<file path="src/rtl/fmps_consts.svh">
`ifndef FMPS_CONSTS_SVH
`define FMPS_CONSTS_SVH

// ****************************************
// Register byte offsets
// ****************************************
`define FMPS_OFS_CTRL      8'h00
`define FMPS_OFS_MATSEL    8'h04
`define FMPS_OFS_DFPROT    8'h08
`define FMPS_OFS_CMD       8'h0C
`define FMPS_OFS_STATUS    8'h10
`define FMPS_OFS_LOCKRD    8'h14

// ****************************************
// Field positions
// ****************************************
`define FMPS_CTRL_CMDEN    0
`define FMPS_CTRL_LOCKDIS  1
`define FMPS_DFP_LO        0
`define FMPS_DFP_HI        1
`define FMPS_CMD_BLK_LSB   8
`define FMPS_LOCKRD_BIT    14

// ****************************************
// Codes and reset values
// ****************************************
`define FMPS_MAT_BOOT      8'hAA
`define FMPS_MAT_USER      8'h00
`define FMPS_CODE_READ     8'hFF
`define FMPS_CODE_CLEAR    8'h50
`define FMPS_CODE_LOCKRD   8'h71
`define FMPS_CODE_PROG     8'h41
`define FMPS_CODE_ERASE    8'h20
`define FMPS_CODE_LOCKPROG 8'h77
`define FMPS_ABR_SYNC      8'h00
`define FMPS_ABR_ACK       8'h55
`define FMPS_ABR_LOW_BITS  16'h0009
`define FMPS_DF_BLK_LO     3'h6
`define FMPS_DF_BLK_HI     3'h7
`define FMPS_BOOT_LIMIT    17'h04000
`define FMPS_CTRL_RST      1'h0
`define FMPS_DFP_RST       1'h0
`define FMPS_LOCK_RST      1'h1

// ****************************************
// Timing
// ****************************************
`define FMPS_CLK_PS        25000
`define FMPS_SWITCH_NS     100
`define FMPS_CHECK_NS      1000
`define FMPS_SWITCH_CYC    ((`FMPS_SWITCH_NS * 1000 + `FMPS_CLK_PS - 1) / `FMPS_CLK_PS)
`define FMPS_CHECK_CYC     ((`FMPS_CHECK_NS * 1000 + `FMPS_CLK_PS - 1) / `FMPS_CLK_PS)

`endif

</file>
<file path="src/rtl/fmps_pkg.sv">
package fmps_pkg;
  typedef logic [2:0] fmps_blk_t;
  typedef logic [7:0] fmps_code_t;
  typedef enum {
    FMPS_AB_IDLE,
    FMPS_AB_WAIT,
    FMPS_AB_MEASURE,
    FMPS_AB_SEND,
    FMPS_AB_RXWAIT,
    FMPS_AB_RXBITS,
    FMPS_AB_DONE
  } fmps_abr_state_t;
endpackage : fmps_pkg

</file>
<file path="src/rtl/fmps_abr_if.sv">
`timescale 1ns/1ps
interface fmps_abr_if;
  logic        run;
  logic        rx;
  logic        tx;
  logic        done;
  logic [15:0] divisor;
  modport ctl (output run, output rx, input tx, input done, input divisor);
  modport eng (input run, input rx, output tx, output done, output divisor);
endinterface : fmps_abr_if

</file>
<file path="src/rtl/fmps_abr.sv">
`timescale 1ns/1ps
`include "fmps_consts.svh"
module fmps_abr
  import fmps_pkg::*;
(
  // Clock and reset
  input  wire logic ref_clk_in,
  input  wire logic sys_rst_in,
  // Controller link
  fmps_abr_if.eng   abr
);

  fmps_abr_state_t st;
  logic [15:0]     cnt;
  logic [15:0]     div;
  logic [3:0]      bitn;
  logic [9:0]      shreg;

  // ****************************************
  // Rate measurement, end sign, answer check
  // ****************************************
  always_ff @(posedge ref_clk_in) begin
    if (sys_rst_in || !abr.run) begin
      st    <= FMPS_AB_IDLE;
      cnt   <= 16'h0000;
      div   <= 16'h0000;
      bitn  <= 4'h0;
      shreg <= 10'h3FF;
    end else begin
      case (st)
        FMPS_AB_IDLE: st <= FMPS_AB_WAIT;
        FMPS_AB_WAIT: if (!abr.rx) begin
          cnt <= 16'h0001;
          st  <= FMPS_AB_MEASURE;
        end
        FMPS_AB_MEASURE: if (!abr.rx) begin
          cnt <= cnt + 16'h0001;
        end else if (cnt >= `FMPS_ABR_LOW_BITS) begin
          div   <= cnt / `FMPS_ABR_LOW_BITS;
          cnt   <= 16'h0000;
          bitn  <= 4'h0;
          shreg <= {1'b1, `FMPS_ABR_SYNC, 1'b0};
          st    <= FMPS_AB_SEND;
        end else begin
          st <= FMPS_AB_WAIT;
        end
        FMPS_AB_SEND: if (cnt == div - 16'h0001) begin
          cnt   <= 16'h0000;
          shreg <= {1'b1, shreg[9:1]};
          if (bitn == 4'h9) begin
            bitn <= 4'h0;
            st   <= FMPS_AB_RXWAIT;
          end else begin
            bitn <= bitn + 4'h1;
          end
        end else begin
          cnt <= cnt + 16'h0001;
        end
        FMPS_AB_RXWAIT: if (!abr.rx) begin
          cnt  <= div + (div >> 1);
          bitn <= 4'h0;
          st   <= FMPS_AB_RXBITS;
        end
        FMPS_AB_RXBITS: if (cnt == 16'h0000) begin
          cnt   <= div - 16'h0001;
          shreg <= {abr.rx, shreg[9:1]};
          bitn  <= bitn + 4'h1;
          if (bitn == 4'h8) begin
            st <= (abr.rx && shreg[9:2] == `FMPS_ABR_ACK) ? FMPS_AB_DONE : FMPS_AB_RXWAIT;
          end
        end else begin
          cnt <= cnt - 16'h0001;
        end
        FMPS_AB_DONE: st <= FMPS_AB_DONE;
        default: st <= FMPS_AB_IDLE;
      endcase
    end
  end

  // ****************************************
  // Output flops
  // ****************************************
  always_ff @(posedge ref_clk_in) begin
    if (sys_rst_in) begin
      abr.tx      <= 1'b1;
      abr.done    <= 1'b0;
      abr.divisor <= 16'h0000;
    end else begin
      abr.tx      <= (st == FMPS_AB_SEND) ? shreg[0] : 1'b1;
      abr.done    <= (st == FMPS_AB_DONE);
      abr.divisor <= div;
    end
  end
endmodule : fmps_abr

</file>
<file path="src/rtl/fmps_top.sv">
// Behaviour
// - Boot link frames: 8 data, 1 stop, no parity
// - Measure zero-byte low time, derive bit rate
// - Send zero end sign, expect 0x55 answer
// - Interrupts ignored throughout boot mode
// - User boot mat writable only in boot/programmer
// - Check routine after reset blocks all interrupts
// - Check end selects user boot mat, 0xAA
// - No return to boot mat after leaving in user boot mode
// - No mat access during a switch
// - Vector table follows the selected mat
// - Boot mat reads above 16 KB undefined
// - Boot mat selected disables program and erase outside boot/programmer mode
// - Command enable clear blocks all commands
// - Data flash protected per block, both bits all
// - Locked block refuses program and erase
// - Lock program clears bit, erase sets it
// - Lock disable unlocks all, erase sets bit
// - Lock read returns lock bit in bit 14
//
// Added by the designer: the register addresses and register access over APB.
`timescale 1ns/1ps
`include "fmps_consts.svh"
module fmps_top
  import fmps_pkg::*;
(
  // Clock and reset
  input  wire logic        ref_clk_in,
  input  wire logic        sys_rst_in,
  // APB slave
  input  wire logic        psel_in,
  input  wire logic        penable_in,
  input  wire logic        pwrite_in,
  input  wire logic [7:0]  paddr_in,
  input  wire logic [31:0] pwdata_in,
  output logic      [31:0] prdata_out,
  output logic             pready_out,
  output logic             pslverr_out,
  // Mode straps
  input  wire logic        boot_mode_in,
  input  wire logic        user_boot_mode_in,
  input  wire logic        programmer_mode_in,
  // Flash read monitor
  input  wire logic        flash_rd_valid_in,
  input  wire logic [16:0] flash_rd_addr_in,
  // Boot serial link
  input  wire logic        serial_rx_in,
  output logic             serial_tx_out,
  // Array sequencer and CPU side
  output logic             cmd_accept_out,
  output logic             cmd_reject_out,
  output logic [7:0]       cmd_op_out,
  output logic [2:0]       cmd_blk_out,
  output logic             irq_block_out,
  output logic             flash_access_block_out,
  output logic             vector_boot_mat_out,
  output logic             read_undef_out
);

  // ****************************************
  // Decode helpers
  // ****************************************
  function automatic logic fmps_mapped(input logic [7:0] a);
    case (a)
      `FMPS_OFS_CTRL, `FMPS_OFS_MATSEL, `FMPS_OFS_DFPROT,
      `FMPS_OFS_CMD, `FMPS_OFS_STATUS, `FMPS_OFS_LOCKRD: return 1'b1;
      default: return 1'b0;
    endcase
  endfunction : fmps_mapped

  function automatic logic fmps_is_array_cmd(input fmps_code_t c);
    return (c == `FMPS_CODE_PROG) || (c == `FMPS_CODE_ERASE) || (c == `FMPS_CODE_LOCKPROG);
  endfunction : fmps_is_array_cmd

  // ****************************************
  // State
  // ****************************************
  logic        command_enable_bit;
  logic        lock_disable_bit;
  logic        dflash_protect_bit_hi;
  logic        dflash_protect_bit_lo;
  logic [7:0]  mat_select_reg;
  logic [7:0]  lock_bits;
  logic        active_boot;
  logic        boot_locked;
  logic [3:0]  switch_cnt;
  logic        switching;
  logic        init_done;
  logic        check_busy;
  logic [7:0]  check_cnt;
  logic        lk_mode;
  fmps_blk_t   lk_blk;
  logic        last_reject;
  logic [31:0] rd_mux;

  fmps_abr_if abr_link ();

  fmps_abr u_abr (
    .ref_clk_in (ref_clk_in),
    .sys_rst_in (sys_rst_in),
    .abr        (abr_link.eng)
  );

  // ****************************************
  // APB decode
  // ****************************************
  logic       apb_take;
  logic       wr_go;
  logic       cmd_go;
  fmps_code_t cmd_code;
  fmps_blk_t  cmd_blk;
  logic       df_hit;
  logic       cmd_permit;
  logic [7:0] mat_val;
  logic       mat_wr_ok;

  assign apb_take = psel_in && penable_in && !pready_out;
  assign wr_go    = psel_in && penable_in && pready_out && pwrite_in;
  assign cmd_go   = wr_go && (paddr_in == `FMPS_OFS_CMD);
  assign cmd_code = pwdata_in[7:0];
  assign cmd_blk  = pwdata_in[`FMPS_CMD_BLK_LSB +: 3];
  assign mat_val  = pwdata_in[7:0];
  assign switching = (switch_cnt != 4'h0);

  assign df_hit = ((cmd_blk == `FMPS_DF_BLK_LO) && dflash_protect_bit_lo)
               || ((cmd_blk == `FMPS_DF_BLK_HI) && dflash_protect_bit_hi);

  assign cmd_permit = command_enable_bit && !switching && !check_busy
                   && (!active_boot || boot_mode_in || programmer_mode_in)
                   && !df_hit
                   && (lock_bits[cmd_blk] || lock_disable_bit
                       || (cmd_code == `FMPS_CODE_LOCKPROG));

  assign mat_wr_ok = wr_go && (paddr_in == `FMPS_OFS_MATSEL) && !switching && !check_busy
                  && (((mat_val == `FMPS_MAT_BOOT) && !active_boot && !boot_locked)
                      || ((mat_val == `FMPS_MAT_USER) && active_boot));

  // ****************************************
  // APB answer
  // ****************************************
  always_comb begin
    case (paddr_in)
      `FMPS_OFS_CTRL:   rd_mux = {30'h0, lock_disable_bit, command_enable_bit};
      `FMPS_OFS_MATSEL: rd_mux = {24'h0, mat_select_reg};
      `FMPS_OFS_DFPROT: rd_mux = {30'h0, dflash_protect_bit_hi, dflash_protect_bit_lo};
      `FMPS_OFS_CMD:    rd_mux = {21'h0, cmd_blk_out, cmd_op_out};
      `FMPS_OFS_STATUS: rd_mux = {abr_link.divisor, 10'h0, last_reject, lk_mode,
                                  abr_link.done, check_busy, switching, active_boot};
      `FMPS_OFS_LOCKRD: rd_mux = {17'h0, lk_mode && lock_bits[lk_blk], 14'h0};
      default:          rd_mux = 32'h0;
    endcase
  end

  always_ff @(posedge ref_clk_in) begin
    if (sys_rst_in) begin
      pready_out  <= 1'b0;
      prdata_out  <= 32'h0;
      pslverr_out <= 1'b0;
    end else begin
      pready_out <= apb_take;
      if (apb_take) begin
        prdata_out  <= pwrite_in ? 32'h0 : rd_mux;
        pslverr_out <= !fmps_mapped(paddr_in);
      end
    end
  end

  // ****************************************
  // Control registers
  // ****************************************
  always_ff @(posedge ref_clk_in) begin
    if (sys_rst_in) begin
      command_enable_bit    <= `FMPS_CTRL_RST;
      lock_disable_bit      <= `FMPS_CTRL_RST;
      dflash_protect_bit_hi <= `FMPS_DFP_RST;
      dflash_protect_bit_lo <= `FMPS_DFP_RST;
    end else if (wr_go) begin
      if (paddr_in == `FMPS_OFS_CTRL) begin
        command_enable_bit <= pwdata_in[`FMPS_CTRL_CMDEN];
        lock_disable_bit   <= pwdata_in[`FMPS_CTRL_LOCKDIS];
      end
      if (paddr_in == `FMPS_OFS_DFPROT) begin
        dflash_protect_bit_hi <= pwdata_in[`FMPS_DFP_HI];
        dflash_protect_bit_lo <= pwdata_in[`FMPS_DFP_LO];
      end
    end
  end

  // ****************************************
  // Reset check routine
  // ****************************************
  always_ff @(posedge ref_clk_in) begin
    if (sys_rst_in) begin
      init_done  <= 1'b0;
      check_busy <= 1'b0;
      check_cnt  <= 8'h00;
    end else if (!init_done) begin
      init_done  <= 1'b1;
      check_busy <= user_boot_mode_in;
      check_cnt  <= 8'(`FMPS_CHECK_CYC);
    end else if (check_busy) begin
      check_cnt <= check_cnt - 8'h01;
      if (check_cnt == 8'h01) begin
        check_busy <= 1'b0;
      end
    end
  end

  // ****************************************
  // Mat selection and switching
  // ****************************************
  always_ff @(posedge ref_clk_in) begin
    if (sys_rst_in) begin
      mat_select_reg <= `FMPS_MAT_USER;
      active_boot    <= 1'b0;
      boot_locked    <= 1'b0;
      switch_cnt     <= 4'h0;
    end else if (check_busy && check_cnt == 8'h01) begin
      mat_select_reg <= `FMPS_MAT_BOOT;
      active_boot    <= 1'b1;
    end else if (mat_wr_ok) begin
      mat_select_reg <= mat_val;
      switch_cnt     <= 4'(`FMPS_SWITCH_CYC);
      if (mat_val == `FMPS_MAT_USER && user_boot_mode_in) begin
        boot_locked <= 1'b1;
      end
    end else if (switching) begin
      switch_cnt <= switch_cnt - 4'h1;
      if (switch_cnt == 4'h1) begin
        active_boot <= (mat_select_reg == `FMPS_MAT_BOOT);
      end
    end
  end

  // ****************************************
  // Lock bits, one per block
  // ****************************************
  generate
    for (genvar g = 0; g < 8; g++) begin : g_lock
      always_ff @(posedge ref_clk_in) begin
        if (sys_rst_in) begin
          lock_bits[g] <= `FMPS_LOCK_RST;
        end else if (cmd_go && cmd_permit && cmd_blk == 3'(g)) begin
          if (cmd_code == `FMPS_CODE_LOCKPROG) begin
            lock_bits[g] <= 1'b0;
          end else if (cmd_code == `FMPS_CODE_ERASE) begin
            lock_bits[g] <= 1'b1;
          end
        end
      end
    end
  endgenerate

  // ****************************************
  // Command issue and lock read mode
  // ****************************************
  always_ff @(posedge ref_clk_in) begin
    if (sys_rst_in) begin
      cmd_accept_out <= 1'b0;
      cmd_reject_out <= 1'b0;
      cmd_op_out     <= 8'h00;
      cmd_blk_out    <= 3'h0;
      lk_mode        <= 1'b0;
      lk_blk         <= 3'h0;
      last_reject    <= 1'b0;
    end else begin
      cmd_accept_out <= cmd_go && fmps_is_array_cmd(cmd_code) && cmd_permit;
      cmd_reject_out <= cmd_go && fmps_is_array_cmd(cmd_code) && !cmd_permit;
      if (cmd_go) begin
        cmd_op_out  <= cmd_code;
        cmd_blk_out <= cmd_blk;
        last_reject <= fmps_is_array_cmd(cmd_code) && !cmd_permit;
        if (command_enable_bit) begin
          if (cmd_code == `FMPS_CODE_LOCKRD) begin
            lk_mode <= 1'b1;
            lk_blk  <= cmd_blk;
          end else begin
            lk_mode <= 1'b0;
          end
        end
      end
    end
  end

  // ****************************************
  // Pin outputs
  // ****************************************
  assign abr_link.rx = serial_rx_in;

  always_ff @(posedge ref_clk_in) begin
    if (sys_rst_in) begin
      abr_link.run           <= 1'b0;
      serial_tx_out          <= 1'b1;
      irq_block_out          <= 1'b1;
      flash_access_block_out <= 1'b0;
      vector_boot_mat_out    <= 1'b0;
      read_undef_out         <= 1'b0;
    end else begin
      abr_link.run           <= boot_mode_in;
      serial_tx_out          <= abr_link.tx;
      irq_block_out          <= boot_mode_in || check_busy || !init_done;
      flash_access_block_out <= switching || check_busy;
      vector_boot_mat_out    <= active_boot;
      read_undef_out         <= flash_rd_valid_in && active_boot
                                && (flash_rd_addr_in >= `FMPS_BOOT_LIMIT);
    end
  end

  logic lk_sel_bit;
  assign lk_sel_bit = lock_bits[lk_blk];
endmodule : fmps_top

</file>
<file path="config.mk">
export PLATFORM = sky130hd
export DESIGN_NAME = fmps_top
export DESIGN_NICKNAME = d
export VERILOG_FILES = /design/src/rtl/fmps_pkg.sv /design/src/rtl/fmps_abr_if.sv /design/src/rtl/fmps_abr.sv /design/src/rtl/fmps_top.sv
export VERILOG_INCLUDE_DIRS = /design/src /design/src/rtl
export SDC_FILE = /design/constraint.sdc
export NUM_CORES = 1
export LEC_CHECK = 0
export ABC_AREA = 1
export BUFFER_PORTS_ARGS = -buffer_cell sky130_fd_sc_hd__buf_2
export CAP_MARGIN = 15
export CELL_PAD_IN_SITES_DETAIL_PLACEMENT = 0
export CELL_PAD_IN_SITES_GLOBAL_PLACEMENT = 1
export CORE_AREA = 2 2 157 159
export DETAILED_ROUTE_END_ITERATION = 7
export DIE_AREA = 0 0 159 161
export GPL_TIMING_DRIVEN = 1
export PLACE_DENSITY_LB_ADDON = 0.05
export SYNTH_ARGS = -nofsm -noshare
export SYNTH_HDL_FRONTEND = slang
export SYNTH_SLANG_ARGS = --single-unit
export TNS_END_PERCENT = 5
</file>
<file path="constraint.sdc">
create_clock -name ref_clk_in -period 6.76 [get_ports ref_clk_in]
set_input_delay 0.676 -clock ref_clk_in [delete_from_list [all_inputs] [get_ports ref_clk_in]]
set_output_delay 0.676 -clock ref_clk_in [all_outputs]
set_load 0.005 [all_outputs]
</file>
==> impl_metrics.toml <==
[run_status]
status = "completed"

[synth]
avgSynthCellArea_um2 = 6.78
ys_types = 62
ys_warn_count = 0
syn_inst = 1393
synth_edf_count = 0
ys.flop_type = "dfxtp_1"
syn_area_mm2 = 0.00944
async_flop_share = 0
seq_area_frac_synth = 0.314
synth-seq-cells = 148

[critical_path]
crit_slowest_cell = "dfxtp_2"
cpPeakStageDelay_ps = 450
endpoint_kind = "register"
cp_common_cell = "nand2_2"
crit_arrival_ps = 6470
start_kind = "register"
required_ps = 7080
cp_max_fo = 7
crit_type = "reg2reg"

[cells_and_area]
regMostFlops = "prdata_out"
area_delta_synth_final_pct = 15.0
nFillCells = 2545
drive_gt1_frac = 0.153
fin_util = 0.453
largest_reg_flops = 25
n_antenna_cell = 0
reg_top3 = "prdata_out x25, u_abr.cnt x16"
fin_nets = 1575

[routing]
wl_um = 26300
avgRoutedWirePerCell_um = 14.6
ant_nets = 0
vias = 9099
dr.pass1.iters = 5
drc = 0
drtIter0Drc = 470
avgViaCountPerCell = 5.05

[sta]
worst_pin_slew_ps = 1010
finalMaxSlewViolations = 0
finalCritPeriodShare = 0.909
fin_skew_ps = 12.7
relSlewSlack = 0.319
clock.fmax_mhz = 163
setup_viol = 0
hold_viol_final = 0
finalCriticalPeriod_ps = 6150

[clock_network]
cts_hold_buffers = 0
clk_pin_slew_worst_paths_ps = 70
cts_root_buffer = "clkbuf_16"
cts_tree = "yes"
cts_buffers = 17
clock_sinks = 148
htree_levels = 4
clockBufferDepth = 2
insertion_delay_ps = 420

[power]
p_per_area_mw_per_mm2 = 184
p_leak_nw = 5.02
ir_worst_vdd_v = 0.000164
power_mw = 2.00

[die]
die_y_um = 161
die-area_mm2 = 0.0256
coreArea_mm2 = 0.0240
rows = 57
die_x_um = 159
pin_count = 119
start_util = 0.394

[global_route]
grt-busiest-layer = "met2"
grt_use_met1 = 0.268
grt_util_met2 = 0.365
overflow = 0
grt_max_degree = 60
grt_pass1_vias = 8711
grt_util_all_layers = 0.209
met3_usage = 0.0300
antenna_found_initial = 0
grt_pass1_wl_um = 44000

[placed_design]
hpwlAfterDp_um = 20200
port_buffers = 76
gp_congestion = 0.855

[worst_hold_path]
holdCritPathClass = "reg2reg"

[flow_run]
maxCapViolations = 0
critical path: cells and delay by family, from the launching register on:
kind	cells	cell delay, ps
AO/OA/AOI/OAI	1	80
adder cells (fa/ha/maj)	1	170
buffers and inverters	10	630
flip-flops	1	450
AND/OR/NAND/NOR	50	4680
repair_timing:
action | 4_1_cts | 5_1_grt
endpoints found under the setup margin | 0 | 2
hold endpoints to repair | 0 | 0
buffers inserted | 0 | 13
gates resized for setup | 0 | 34
cells by family (layout without fill, tap and decap cells):
kind of cell,count (synthesis),count (layout),synth area share
simple gates,632,632,0.308
other cells,1,7,0.000397
buf+inv,247,327,0.107
flops,148,148,0.314
mux,1,1,0.00119
compound gates,284,284,0.178
fa+ha+maj,42,42,0.0565
xor+xnor,38,38,0.0353
synthesized netlist by cell type, drive strengths merged, types with 7 or more instances:
| library cell | instances | area, µm² |
|---|---|---|
| nor4 | 8 | 50.1 |
| nand3 | 96 | 538 |
| nor2 | 155 | 608 |
| a22oi | 24 | 180 |
| clkinv | 10 | 38.8 |
| clkbuf | 28 | 113 |
| nand2 | 297 | 1250 |
| o211ai | 7 | 52.6 |
| nand4 | 31 | 206 |
| xor2 | 31 | 272 |
| inv | 189 | 709 |
| ha | 41 | 513 |
| dfxtp | 148 | 2960 |
| a21oi | 100 | 500 |
| buf | 19 | 140 |
| xnor2 | 7 | 61.3 |
| o21ai | 100 | 512 |
| o221ai | 7 | 61.3 |
| nor3 | 30 | 150 |
final timing paths:
kind | from | to | slack, ps | cells after the start
max | u_abr.cnt[14]$_SDFFE_PP0P_ | u_abr.div[0]$_SDFFE_PP0P_ | 610 | 62
min | u_abr.abr.tx$_SDFF_PP1_ | serial_tx_out$_SDFF_PP1_ | 410 | 1
max reg2reg | u_abr.cnt[14]$_SDFFE_PP0P_ | u_abr.div[0]$_SDFFE_PP0P_ | 610 | 62
min reg2reg | u_abr.abr.tx$_SDFF_PP1_ | serial_tx_out$_SDFF_PP1_ | 410 | 1
metal layers:
| layer | vias up | part of all wire |
|---|---|---|
| met5 | - | 0 |
| met1 | 4139 | 0.47 |
| met3 | 27 | 0.031 |
| met4 | 0 | 0.020 |
| li1 | 4763 | - |
| met2 | 170 | 0.47 |
where the power goes:
group	switching (mW)	internal, mW
sequential	0.0143	0.892
clock	0.375	0.563
combinational	0.103	0.0540
placed cells by master, fill, tap and decap left out, types with 30 or more instances in the layout:
cell     Yosys  routed
buf_2        1      76
nand2_1    258     252
inv_1      171     171
ha_1        41      41
o21ai_0     91      90
nor3_1      30      30
dfxtp_1    148     144
nor2_1     150     150
a21oi_1    100     100
xor2_1      31      31
nand3_1     86      83
final cells by class:
class | count | area [µm²] | share of cell area
Multi-Input combinational cell | 1004 | 5610 | 0.517
Sequential cell | 148 | 2970 | 0.274
Inverter | 199 | 753 | 0.0694
Timing Repair Buffer | 96 | 531 | 0.0489
Clock buffer | 20 | 457 | 0.0421
Tap cell | 324 | 405 | 0.0373
Clock inverter | 12 | 129 | 0.0119
through the flow:
step	instances	hold WS (ps)	instance area (µm²)	setup WS, ps	setup TNS [ps]
after floorplan	1399	389	9460	1510	0
after global placement	1758	391	10000	255	0
after detailed placement	1758	393	10000	183	0
after CTS	1790	407	10600	162	0
after global routing	1803	446	10900	-13.7	-13.7
final	1803	407	10900	614	0
Power figures use the tool's default switching activity.
